**config.mk**
```make
export PLATFORM = sky130hd
export DESIGN_NAME = sgp_core
export DESIGN_NICKNAME = d
export VERILOG_FILES = /design/src/shared/sgp_pkg.sv /design/src/core/sgp_core.sv
export VERILOG_INCLUDE_DIRS = /design/src /design/src/shared
export SDC_FILE = /design/constraint.sdc
export NUM_CORES = 1
export LEC_CHECK = 0
export CAP_MARGIN = 20
export CORE_MARGIN = 5
export CORE_UTILIZATION = 35
export DETAILED_ROUTE_END_ITERATION = 10
export DONT_BUFFER_PORTS = 1
export PLACE_DENSITY_LB_ADDON = 0.2
export SYNTH_ARGS = -nofsm -noshare
export SYNTH_HDL_FRONTEND = slang
export SYNTH_SLANG_ARGS = --single-unit
```
**constraint.sdc**
```tcl
create_clock -name aclk -period 11.86 [get_ports aclk]
set_clock_uncertainty 0.1 [all_clocks]
set_input_delay 0.593 -clock aclk [delete_from_list [all_inputs] [get_ports aclk]]
set_output_delay 0.593 -clock aclk [all_outputs]
set_load 0.005 [all_outputs]
```
**src/shared/sgp_map.svh**
```systemverilog
// Register offsets, field positions, reset values and timing counts for the servo supervisor.
`ifndef SGP_MAP_SVH
`define SGP_MAP_SVH

// ==========================================================================
// Register byte offsets
// ==========================================================================
`define SGP_GAIN_SETUP_OFS    12'h000
`define SGP_T12_OFS           12'h004
`define SGP_T21_OFS           12'h008
`define SGP_WAIT1_OFS         12'h00C
`define SGP_WAIT2_OFS         12'h010
`define SGP_PIP_SEL_OFS       12'h014
`define SGP_PIP_TRQ_OFS       12'h018
`define SGP_PIP_SPD_OFS       12'h01C
`define SGP_PIP_ACC_OFS       12'h020
`define SGP_PIP_DEV_OFS       12'h024
`define SGP_TRQ_ADD_OFS       12'h028
`define SGP_FWD_COMP_OFS      12'h02C
`define SGP_REV_COMP_OFS      12'h030
`define SGP_STATUS_OFS        12'h034
`define SGP_NUM_RW            13

// ==========================================================================
// Field positions and readback masks
// ==========================================================================
`define SGP_SETUP_EN_BIT      0
`define SGP_SETUP_SEL_LSB     4
`define SGP_SETUP_MASK        32'h0000_00F1
`define SGP_MASK16            32'h0000_FFFF
`define SGP_MASK3             32'h0000_0007
`define SGP_RESET_VAL         32'h0000_0000

// ==========================================================================
// Timing: clock period and the 0.1 ms time base
// ==========================================================================
`define SGP_CLK_PERIOD_NS     100
`define SGP_TICK_NS           100000
`define SGP_TICK_CYCLES       (`SGP_TICK_NS / `SGP_CLK_PERIOD_NS)
`define SGP_TICKS_PER_MS      10
`define SGP_RESP_OKAY         2'b00
`define SGP_RESP_SLVERR       2'b10

`endif

```
**src/shared/sgp_pkg.sv**
```systemverilog
// Types shared by the servo gain and PI/P supervisor.
package sgp_pkg;

  // ========================================================================
  // Gain switching sequence states
  // ========================================================================
  typedef enum logic [2:0] {
    SGP_ST_FIRST,
    SGP_ST_WAIT2,
    SGP_ST_RAMP2,
    SGP_ST_SECOND,
    SGP_ST_WAIT1,
    SGP_ST_RAMP1
  } sgp_state_e;

  // ========================================================================
  // Internal servo status flags used as gain switching triggers
  // ========================================================================
  typedef struct packed {
    logic pos_complete;
    logic near_position;
    logic cmd_filter_zero;
    logic pulse_input_on;
    logic gain_switch_in;
    logic zero_speed;
    logic motor_rotating;
    logic speed_coincide;
  } sgp_cond_s;

  // ========================================================================
  // Servo quantities, all signed two's complement
  // ========================================================================
  typedef struct packed {
    logic signed [15:0] torque_cmd;
    logic signed [15:0] speed_cmd;
    logic signed [15:0] accel;
    logic signed [31:0] pos_err;
  } sgp_servo_s;

  typedef logic [31:0] sgp_word_t;

endpackage

```
**src/core/sgp_core.sv**
```systemverilog
// Servo gain set switching, speed loop PI/P selection and torque compensation.
//
// Local design decisions: the AXI4-Lite interface to the registers and the register offsets.
`timescale 1ns/10ps
`include "sgp_map.svh"
// ==========================================================================
// Notes on behaviour
// - Setup enable 0 holds gains; 1 switches automatically.
// - Trigger chosen from ten condition codes.
// - First-to-second transition lasts programmed milliseconds.
// - Second-to-first transition has its own time.
// - Separate wait delay before each switch direction.
// - Select 0: torque above threshold gives P.
// - Select 1: speed above threshold gives P.
// - Acceleration select: above threshold gives P.
// - Deviation select: error above threshold gives P.
// - Constant offset added to torque command.
// - Forward compensation added when moving forward.
// - Reverse compensation subtracted when moving in reverse.
// ==========================================================================
module sgp_core
  import sgp_pkg::*;
#(
  parameter int TICK_CYCLES = `SGP_TICK_CYCLES
) (
  // Clock and reset.
  input  wire logic               aclk,
  input  wire logic               aresetn,
  // AXI4-Lite write address and data.
  input  wire logic [11:0]        s_axi_awaddr,
  input  wire logic               s_axi_awvalid,
  output logic                    s_axi_awready,
  input  wire logic [31:0]        s_axi_wdata,
  input  wire logic [3:0]         s_axi_wstrb,
  input  wire logic               s_axi_wvalid,
  output logic                    s_axi_wready,
  // AXI4-Lite write response.
  output logic [1:0]              s_axi_bresp,
  output logic                    s_axi_bvalid,
  input  wire logic               s_axi_bready,
  // AXI4-Lite read channels.
  input  wire logic [11:0]        s_axi_araddr,
  input  wire logic               s_axi_arvalid,
  output logic                    s_axi_arready,
  output logic [31:0]             s_axi_rdata,
  output logic [1:0]              s_axi_rresp,
  output logic                    s_axi_rvalid,
  input  wire logic               s_axi_rready,
  // Servo status and quantities.
  input  wire sgp_cond_s          cond_in,
  input  wire sgp_servo_s         servo_in,
  input  wire logic               motor_fwd,
  input  wire logic               motor_rev,
  // Gain, loop mode and torque outputs.
  output logic                    gain_second,
  output logic                    gain_ramping,
  output logic [15:0]             gain_ramp_ms,
  output logic [15:0]             gain_ramp_total,
  output logic                    speed_p_only,
  output logic signed [15:0]      torque_cmd_out
);

  // ====================
  // Register storage
  // ====================
  sgp_word_t          reg_ff [`SGP_NUM_RW];
  sgp_word_t          nxt_reg [`SGP_NUM_RW];
  logic               bvalid_ff;
  logic [1:0]         bresp_ff;
  logic               rvalid_ff;
  logic [1:0]         rresp_ff;
  logic [31:0]        rdata_ff;
  logic               wr_go;
  logic [3:0]         wr_idx;
  logic               wr_hit;
  logic [3:0]         rd_idx;
  logic               rd_hit;
  logic               rd_stat;
  sgp_word_t          rd_mask;
  sgp_word_t          status_word;

  // Timing and sequencing state.
  sgp_state_e         state_ff;
  sgp_state_e         nxt_state;
  logic [15:0]        tick_cnt_ff;
  logic               tick;
  logic [3:0]         ms_div_ff;
  logic               ms_tick;
  logic [15:0]        wait_ff;
  logic [15:0]        ramp_ff;
  logic               cond_hit;
  logic               p_only_ff;
  logic               p_only_nxt;
  logic signed [15:0] trq_ff;
  logic signed [17:0] trq_sum;

  // Decoded fields.
  logic               gs_enable;
  logic [3:0]         gs_select;
  logic [2:0]         pip_select;

  assign gs_enable  = reg_ff[0][`SGP_SETUP_EN_BIT];
  assign gs_select  = reg_ff[0][`SGP_SETUP_SEL_LSB +: 4];
  assign pip_select = reg_ff[5][2:0];

  // ====================
  // AXI4-Lite slave
  // ====================
  // Address and data are taken together, so neither channel can run ahead.
  assign wr_go         = s_axi_awvalid & s_axi_wvalid & ~bvalid_ff;
  assign s_axi_awready = wr_go;
  assign s_axi_wready  = wr_go;
  assign s_axi_arready = ~rvalid_ff;
  assign s_axi_bvalid  = bvalid_ff;
  assign s_axi_bresp   = bresp_ff;
  assign s_axi_rvalid  = rvalid_ff;
  assign s_axi_rresp   = rresp_ff;
  assign s_axi_rdata   = rdata_ff;

  // Word decode; the status word sits just past the writable block.
  assign wr_idx  = s_axi_awaddr[5:2];
  assign wr_hit  = (s_axi_awaddr[11:6] == 6'd0) && (s_axi_awaddr[1:0] == 2'd0)
                   && (wr_idx < 4'(`SGP_NUM_RW));
  assign rd_idx  = s_axi_araddr[5:2];
  assign rd_stat = (s_axi_araddr == `SGP_STATUS_OFS);
  assign rd_hit  = (s_axi_araddr[11:6] == 6'd0) && (s_axi_araddr[1:0] == 2'd0)
                   && (rd_idx < 4'(`SGP_NUM_RW));

  // Readback mask keeps unused high bits at zero.
  always_comb begin
    if (rd_idx == 4'd0) begin
      rd_mask = `SGP_SETUP_MASK;
    end else if (rd_idx == 4'd5) begin
      rd_mask = `SGP_MASK3;
    end else begin
      rd_mask = `SGP_MASK16;
    end
  end

  // Byte lanes of each register follow wstrb.
  for (genvar gi = 0; gi < `SGP_NUM_RW; gi++) begin : g_reg
    always_comb begin
      nxt_reg[gi] = reg_ff[gi];
      for (int b = 0; b < 4; b++) begin
        if (wr_go && wr_hit && (wr_idx == 4'(gi)) && s_axi_wstrb[b]) begin
          nxt_reg[gi][8*b +: 8] = s_axi_wdata[8*b +: 8];
        end
      end
    end

    always_ff @(posedge aclk) begin
      if (!aresetn) begin
        reg_ff[gi] <= `SGP_RESET_VAL;
      end else begin
        reg_ff[gi] <= nxt_reg[gi];
      end
    end
  end

  // Write response; unmapped addresses and the status word answer SLVERR.
  always_ff @(posedge aclk) begin
    if (!aresetn) begin
      bvalid_ff <= 1'b0;
      bresp_ff  <= `SGP_RESP_OKAY;
    end else if (wr_go) begin
      bvalid_ff <= 1'b1;
      bresp_ff  <= wr_hit ? `SGP_RESP_OKAY : `SGP_RESP_SLVERR;
    end else if (s_axi_bready) begin
      bvalid_ff <= 1'b0;
    end
  end

  // Status word: state, gain flags, loop mode and ramp progress.
  assign status_word = {gain_ramp_ms, 8'h00, 1'b0, state_ff, p_only_ff,
                        gain_ramping, gain_second, cond_hit};

  // Read data is registered so the answer follows one cycle after arready.
  always_ff @(posedge aclk) begin
    if (!aresetn) begin
      rvalid_ff <= 1'b0;
      rresp_ff  <= `SGP_RESP_OKAY;
      rdata_ff  <= 32'h0000_0000;
    end else if (s_axi_arvalid && !rvalid_ff) begin
      rvalid_ff <= 1'b1;
      if (rd_stat) begin
        rresp_ff <= `SGP_RESP_OKAY;
        rdata_ff <= status_word;
      end else if (rd_hit) begin
        rresp_ff <= `SGP_RESP_OKAY;
        rdata_ff <= reg_ff[rd_idx] & rd_mask;
      end else begin
        rresp_ff <= `SGP_RESP_SLVERR;
        rdata_ff <= 32'h0000_0000;
      end
    end else if (s_axi_rready) begin
      rvalid_ff <= 1'b0;
    end
  end

  // ====================
  // Time base: 0.1 ms tick and 1 ms tick
  // ====================
  assign tick    = (tick_cnt_ff == 16'(TICK_CYCLES - 1));
  assign ms_tick = tick && (ms_div_ff == 4'(`SGP_TICKS_PER_MS - 1));

  // Free running so every delay shares one time base; phase error is under one tick for waits and under one millisecond for transitions.
  always_ff @(posedge aclk) begin
    if (!aresetn) begin
      tick_cnt_ff <= 16'h0000;
      ms_div_ff   <= 4'h0;
    end else begin
      tick_cnt_ff <= tick ? 16'h0000 : tick_cnt_ff + 16'h0001;
      if (tick) begin
        ms_div_ff <= ms_tick ? 4'h0 : ms_div_ff + 4'h1;
      end
    end
  end

  // ====================
  // Gain switching trigger
  // ====================
  always_comb begin
    unique case (gs_select)
      4'd0:    cond_hit = cond_in.pos_complete;
      4'd1:    cond_hit = ~cond_in.pos_complete;
      4'd2:    cond_hit = cond_in.near_position;
      4'd3:    cond_hit = ~cond_in.near_position;
      4'd4:    cond_hit = cond_in.cmd_filter_zero & ~cond_in.pulse_input_on;
      4'd5:    cond_hit = cond_in.pulse_input_on;
      4'd6:    cond_hit = cond_in.gain_switch_in;
      4'd7:    cond_hit = cond_in.zero_speed;
      4'd8:    cond_hit = cond_in.motor_rotating;
      4'd9:    cond_hit = cond_in.speed_coincide;
      default: cond_hit = 1'b0;
    endcase
  end

  // ====================
  // Gain switching sequence
  // ====================
  // A ramp, once started, completes whatever the trigger does; only clearing setup enable cuts it short and drops to the first set.
  always_comb begin
    nxt_state = state_ff;
    unique case (state_ff)
      SGP_ST_FIRST: begin
        if (cond_hit) begin
          nxt_state = SGP_ST_WAIT2;
        end
      end
      SGP_ST_WAIT2: begin
        if (!cond_hit) begin
          nxt_state = SGP_ST_FIRST;
        end else if (wait_ff >= reg_ff[4][15:0]) begin
          nxt_state = SGP_ST_RAMP2;
        end
      end
      SGP_ST_RAMP2: begin
        if (ramp_ff >= reg_ff[1][15:0]) begin
          nxt_state = SGP_ST_SECOND;
        end
      end
      SGP_ST_SECOND: begin
        if (!cond_hit) begin
          nxt_state = SGP_ST_WAIT1;
        end
      end
      SGP_ST_WAIT1: begin
        if (cond_hit) begin
          nxt_state = SGP_ST_SECOND;
        end else if (wait_ff >= reg_ff[3][15:0]) begin
          nxt_state = SGP_ST_RAMP1;
        end
      end
      SGP_ST_RAMP1: begin
        if (ramp_ff >= reg_ff[2][15:0]) begin
          nxt_state = SGP_ST_FIRST;
        end
      end
    endcase
    if (!gs_enable) begin
      nxt_state = SGP_ST_FIRST;
    end
  end

  // State register.
  always_ff @(posedge aclk) begin
    if (!aresetn) begin
      state_ff <= SGP_ST_FIRST;
    end else begin
      state_ff <= nxt_state;
    end
  end

  // Wait delay counted in 0.1 ms ticks, restarted on every state change.
  always_ff @(posedge aclk) begin
    if (!aresetn) begin
      wait_ff <= 16'h0000;
    end else if (nxt_state != state_ff) begin
      wait_ff <= 16'h0000;
    end else if (tick && wait_ff != 16'hFFFF) begin
      wait_ff <= wait_ff + 16'h0001;
    end
  end

  // Ramp progress counted in whole milliseconds.
  always_ff @(posedge aclk) begin
    if (!aresetn) begin
      ramp_ff <= 16'h0000;
    end else if (nxt_state != state_ff) begin
      ramp_ff <= 16'h0000;
    end else if (ms_tick && ramp_ff != 16'hFFFF) begin
      ramp_ff <= ramp_ff + 16'h0001;
    end
  end

  // Gain outputs; the loop interpolates between sets from elapsed and total time.
  always_comb begin
    gain_second     = (state_ff == SGP_ST_SECOND) || (state_ff == SGP_ST_WAIT1)
                      || (state_ff == SGP_ST_RAMP2);
    gain_ramping    = (state_ff == SGP_ST_RAMP2) || (state_ff == SGP_ST_RAMP1);
    gain_ramp_ms    = gain_ramping ? ramp_ff : 16'h0000;
    gain_ramp_total = (state_ff == SGP_ST_RAMP1) ? reg_ff[2][15:0] : reg_ff[1][15:0];
  end

  // ====================
  // Speed loop PI / P selection
  // ====================
  // Magnitudes are compared so both directions share one threshold; equal stays PI.
  always_comb begin
    unique case (pip_select)
      3'd0:    p_only_nxt = (servo_in.torque_cmd < 0 ? -servo_in.torque_cmd
                             : servo_in.torque_cmd) > $signed({1'b0, reg_ff[6][14:0]});
      3'd1:    p_only_nxt = (servo_in.speed_cmd < 0 ? -servo_in.speed_cmd
                             : servo_in.speed_cmd) > $signed({1'b0, reg_ff[7][14:0]});
      3'd2:    p_only_nxt = (servo_in.accel < 0 ? -servo_in.accel
                             : servo_in.accel) > $signed({1'b0, reg_ff[8][14:0]});
      3'd3:    p_only_nxt = (servo_in.pos_err < 0 ? -servo_in.pos_err
                             : servo_in.pos_err) > $signed({16'h0000, reg_ff[9][15:0]});
      default: p_only_nxt = 1'b0;
    endcase
  end

  // Registered mode flag.
  always_ff @(posedge aclk) begin
    if (!aresetn) begin
      p_only_ff <= 1'b0;
    end else begin
      p_only_ff <= p_only_nxt;
    end
  end

  assign speed_p_only = p_only_ff;

  // ====================
  // Torque compensation
  // ====================
  // Widened sum then saturation, so a large offset cannot wrap the command's sign.
  always_comb begin
    trq_sum = 18'(servo_in.torque_cmd) + 18'($signed(reg_ff[10][15:0]));
    if (motor_fwd) begin
      trq_sum = trq_sum + 18'($signed(reg_ff[11][15:0]));
    end else if (motor_rev) begin
      trq_sum = trq_sum - 18'($signed(reg_ff[12][15:0]));
    end
  end

  // Registered, saturated torque command.
  always_ff @(posedge aclk) begin
    if (!aresetn) begin
      trq_ff <= 16'sh0000;
    end else if (trq_sum > 18'sh07FFF) begin
      trq_ff <= 16'sh7FFF;
    end else if (trq_sum < -18'sh08000) begin
      trq_ff <= -16'sh8000;
    end else begin
      trq_ff <= trq_sum[15:0];
    end
  end

  assign torque_cmd_out = trq_ff;

endmodule

```
# --- Word-level counts from Yosys, hierarchy flattened ---
# Memory sizes are Yosys's and may differ from the RTL's.
# Index checks and enable logic that the tools add are counted.
op_classes:
  n_reduce_logical: 92
  n_bitwise: 23
  add_sub_neg: 11
  n_mul: 0
  div_mod_pow: 0
  n_shift: 0
  eq_ne: 36
  muxes: 101
  order_cmp: 16
op_table:
  columns: ["cell", "count"]
  rows:
  - ["32-bit two-way mux", 16]
  - ["8-bit two-way mux", 52]
  - ["16-bit two-way mux", 8]
  - ["1-bit logical AND", 74]
  - ["16-bit greater-or-equal comparator", 4]
  - ["16-bit by 1-bit adder with 16-bit output, second input constant", 3]
  - ["16-bit > comparator", 3]
  - ["16-bit by 1-bit < comparator with 1-bit output, second input constant", 3]
  - ["16-bit negation", 3]
  - ["4-bit by 3-bit == test with 1-bit output, second input constant", 9]
  - ["18-bit two-way mux", 2]
  - ["32-bit bitwise AND", 1]
  - ["4-bit == test, second input constant", 8]
  - ["32-bit by 17-bit > comparator with 1-bit output", 1]
  - ["32-bit by 1-bit < comparator with 1-bit output, second input constant", 1]
  - ["16-bit != test, second input constant", 2]
  - ["32-bit negation", 1]
  - ["3-bit two-way mux", 9]
  - ["17-bit by 16-bit adder with 18-bit output", 1]
  - ["18-bit by 16-bit > comparator with 1-bit output, second input constant", 1]
  - ["18-bit by 16-bit < comparator with 1-bit output, second input constant", 1]
  - ["3-bit one-hot mux with 6 select lines", 1]
  - ["17-bit by 16-bit subtractor with 18-bit output", 1]
  - ["16-bit by 16-bit adder with 17-bit output", 1]
  - ["other kinds (27)", 73]
word_totals:
  regBits: 110
  latch_bits: 0
  mem_count: 1
  mem_bits_rw: 416
  in_bits: 157
  mem_bits_ro: 0
  out_inout_bits: 92
mem_list:
  columns: ["name", "depth", "word_bits", "read_ports", "rd_ports_with_merged_regs", "write_ports", "line_no", "rtl"]
  rows:
  - ["reg_ff", 13, 32, 14, 0, 13, "sgp_core.sv:66", "sgp_word_t reg_ff [`SGP_NUM_RW];"]

# --- Logic depth before layout (Yosys ltp) ---
depth:
  depth_word: 8
  mapped_depth: 21
  ltp_nobuf: 19

# --- Worst setup path before layout ---
# No wires, ideal clock.
synth_timing:
  kind: "input port to flip-flop"
  from: "input servo_in[64] (netlist name)"
  to: "register trq_ff[10], in the netlist torque_cmd_out[10]"
  slack_ps: 7233
  required_time_ps: 11630
  stages: 21
  n_path_buf: 2
  t_arrival_ps: 4396
  cell_sequence: "ha_1 -> inv_1 -> fa_1 -> nand2b_1 -> a21oi_1 -> nor2b_1 -> a22oi_1 -> a31oi_1 -> xnor2_1 -> ha_1 -> clkbuf_1 -> nand3_1 -> a211o_1 -> a21o_1 -> a41oi_1 -> o21ai_0 -> nor3b_1 -> a221o_1 -> o211ai_1 -> buf_2 -> o31ai_1"
synth_via:
  elab_chain_cells: 7
  elab_cells_between_ends: 9
  cone_classes: "add/sub (3); order compare (2); mux (4)"
synth_lines:
  columns: ["element", "line_no", "rtl"]
  rows:
  - ["from (decl)", "sgp_core.sv:51", "input wire sgp_servo_s servo_in,"]
  - ["16-bit by 16-bit adder with 17-bit output *", "sgp_core.sv:359", "trq_sum = 18'(servo_in.torque_cmd) + 18'($signed(reg_ff[10][15:0]));"]
  - ["17-bit by 16-bit subtractor with 18-bit output", "sgp_core.sv:363", "trq_sum = trq_sum - 18'($signed(reg_ff[12][15:0]));"]
  - ["18-bit two-way mux", "sgp_core.sv:362", "end else if (motor_rev) begin"]
  - ["18-bit two-way mux *", "sgp_core.sv:360", "if (motor_fwd) begin"]
  - ["18-bit by 16-bit < comparator with 1-bit output", "sgp_core.sv:373", "end else if (trq_sum < -18'sh08000) begin"]
  - ["16-bit two-way mux", "sgp_core.sv:373", null]
  - ["15-bit two-way mux *", "sgp_core.sv:371", "end else if (trq_sum > 18'sh07FFF) begin"]
  - ["to (signal assigned)", "sgp_core.sv:374", "trq_ff <= -16'sh8000;"]
  - ["to (signal assigned)", "sgp_core.sv:376", "trq_ff <= trq_sum[15:0];"]
  - ["to (decl)", "sgp_core.sv:94", "logic signed [15:0] trq_ff;"]
# Mark *: on every way between the ends. The rest lies on a longest branch, timed or not.
# A chain may end at the register's enable or synchronous reset.

==> results.tsv <==
metric	value	unit
cell count after synthesis	2646	
Top FF cell, synth	dfxtp_1	
RSZ-0062 raised after global routing	false	
clk sinks	315	
most numerous cell in the Yosys netlist	nand2_1	
RD Place Congestion	0.887	
reg2reg setup slack	6820	ps
Worst Slack Setup Final	6820	ps
Via density	5.61	
DR DRC count	0	
Synth Warn #	0	
top cell type's share of synthesized area	0.303	
Pwr Density	113	mW/mm²
Worst-Skew Late Latency	580	ps
register bit total from synthesis	315	
HP Start	s_axi_wdata[11]	
endpoint type of the worst setup path	flop	
grt ovf	0	
largest area contributor in the netlist	dfxtp_1	
CTS tree	built	
maximum buffer depth of the clock tree	3	
most frequent cells after synthesis	553 x nand2_1, 315 x dfxtp_1, 299 x a21oi_1	
vias in the first global route	18487	
crit start category	flop	
DRT Wirelength	74.3	mm
initial core utilization	0.353	
Die ar.	0.0645	mm²
Wirelength per Cell	21.9	µm
worst slew pin tran	1120	ps
post-route core utilization	0.388	
GRT Total Usage	0.222	
Hold WS	57.5	ps
port buffer count	0	
Crit path arrival time	5350	ps
Synth-to-Final Area Change	9.79	%
H-Tree Depth	2	
CTS Buf Count	39	
Worst Path Max Fanout	15	
Die Height	254	µm
Cell variety after synth	74	
Fin Setup TNS	0	ps
final hold vios	0	
placed instance area	0.0215	mm²
Worst-path clk slew	60	ps
crit share post-route	0.425	
DP Wirelength	57.2	mm
TritonRoute pass-1 iters	6	
share of cells above drive strength 1	0.0591	
Design Area, Final	0.0229	mm²
Die Wd	254	µm
Vias	19052	
synthesized area per cell	7.88	µm²
Clk Tree Root Cell	clkbuf_16	
core region area	0.0590	mm²
# fillers	6010	
Nets	2938	
Rel. slew slack	0.252	
Synth area leaders	dfxtp_1 30%, ha_1 11%, nand2_1 10%, a21oi_1 7.2%, mux4_2 6.8%	
status	complete, no violations	
post-synthesis sequential area ratio	0.303	
min Tclk post-route	5040	ps
first-pass GRT wire length	112	mm
f_max	198	MHz
CP required	12170	ps
leakage	7.84	nW
initial antenna violation count	0	
number of setup violations in the final report	0	
Max-cap violations	0	
I/O Pins	249	
pre-CTS setup slack	6300	ps
Hold Path End	reg_ff[3][11]	
Reg-to-Reg End	torque_cmd_out[2]	
WHS Path Cells	2	
r2r startpoint	reg_ff[10][0]	
Max VDD drop	0.119	mV
Post-Syn Area	0.0208	mm²
EDFF count, synth	0	
Post-CTS Setup Repair Bufs	0	
largest net degree at the start of global routing	104	
Worst Reg-to-Reg Cells	19	
Final Slew Violations	0	
antenna-violating nets left	0	
Post-CTS Resized	0	
# rows	89	
Hold Path Class	input pin to flop	
Iter 0 DRT Violations	1513	
Crit Path Class	flop to flop	
FFs w/ async S/R, synth	0	
where the power goes:
part,switching (W),total [W],leakage (nW),internal (W)
Combinational,0.000115,0.000205,4.62,0.0000893
Sequential,0.00000676,0.00107,2.54,0.00107
Clock,0.000498,0.00131,0.678,0.000816
per-stage QoR:
| step | instances | total power, W |
|---|---|---|
| finish | 3396 | 0.00259 |
| CTS | 3394 | 0.00262 |
| global placement | 3324 | 0.00129 |
| detailed placement | 3324 | 0.00130 |
| floorplan | 2647 | 0.00128 |
| global route | 3395 | 0.00269 |
worst max-delay path: stages, from the launching register on:
cell and delay, ps:
dfxtp_1 390, ha_1 220, inv_1 60, fa_1 390, nand2b_1 180, a21oi_1 180
nor2b_1 100, a22oi_1 260, a31oi_1 150, xnor2_1 350, ha_1 330, nand3_1 130
a211o_1 280, a21o_1 180, a41oi_1 300, o21ai_0 110, nor3b_1 140, a221o_1 310
a21oi_2 510, o21ai_0 180
cells by family (layout without fill, tap and decap cells):
| kind of cell | Yosys count | in the layout | synth area share |
|---|---|---|---|
| muxes | 76 | 76 | 0.0747 |
| buffers and inverters | 285 | 260 | 0.0520 |
| AOI/OAI and AO/OA | 641 | 641 | 0.188 |
| xor gates and xnor gates | 136 | 136 | 0.0571 |
| adders and majority gates | 187 | 187 | 0.113 |
| and+or+nand+nor | 1005 | 1005 | 0.212 |
| DFF | 315 | 315 | 0.303 |
| other | 1 | 3 | 0.000180 |
final cells by class:
class                      instances  area [µm²]  share of cell area
tap                              773         967              0.0423
antenna                            1        2.50            0.000109
clock buffer                      50        1040              0.0453
inverter                         182         691              0.0302
sequential                       315        6310               0.276
clock inverter                    19         347              0.0151
multi-input combinational       2047       13500               0.588
timing repair buffer               9        70.1             0.00306
worst max path at each step:
stage | start | to | slack [ps] | depth (start not counted)
after floorplan | servo_in[64] | torque_cmd_out[10] | 7230 | 21
after global placement | servo_in[65] | torque_cmd_out[0] | 6320 | 16
after detailed placement | servo_in[64] | torque_cmd_out[2] | 6300 | 19
after CTS | reg_ff[10][0] | torque_cmd_out[2] | 6380 | 19
after global routing | reg_ff[10][0] | torque_cmd_out[1] | 6310 | 19
final | reg_ff[10][0] | torque_cmd_out[2] | 6820 | 19
metal layers:
metal / vias up / track usage / routed length, µm / part of all wire
li1: 9193 / - / - / -
met1: 9093 / 0.279 / 30700 / 0.41
met2: 653 / 0.375 / 34900 / 0.47
met3: 113 / 0.0514 / 5910 / 0.080
met4: 0 / 0.0784 / 2740 / 0.037
met5: - / 0 / 0 / 0
cells in the final DEF, fill, tap and decap left out, drive strengths merged, types with 12 or more instances in the layout:
| master | n |
|---|---|
| a211oi | 24 |
| a21o | 37 |
| a21oi | 300 |
| a22oi | 31 |
| clkbuf | 50 |
| dfxtp | 315 |
| ha | 184 |
| inv | 181 |
| mux4 | 63 |
| nand2 | 553 |
| nand2b | 29 |
| nand3 | 48 |
| nand4 | 33 |
| nor2 | 186 |
| nor2b | 43 |
| nor3 | 23 |
| nor4 | 14 |
| o211ai | 19 |
| o21a | 12 |
| o21ai | 99 |
| o31ai | 34 |
| or3 | 25 |
| xnor2 | 93 |
| xor2 | 43 |
registers in the layout, summed over array words and instances, names as in the netlist:
signal,flops
torque_cmd_out,16
ramp_ff,16
s_axi_rresp,1
s_axi_rvalid,1
state_ff,3
s_axi_bvalid,1
tick_cnt_ff,16
ms_div_ff,4
reg_ff,207
s_axi_rdata,32
s_axi_bresp,1
speed_p_only,1
wait_ff,16
timing repair:
item	in CTS	in global routing
hold buffers	1	0
setup endpoints to repair	0	0
endpoints found under the hold margin	1	0
Note: power is estimated with default switching activity, not from simulation.
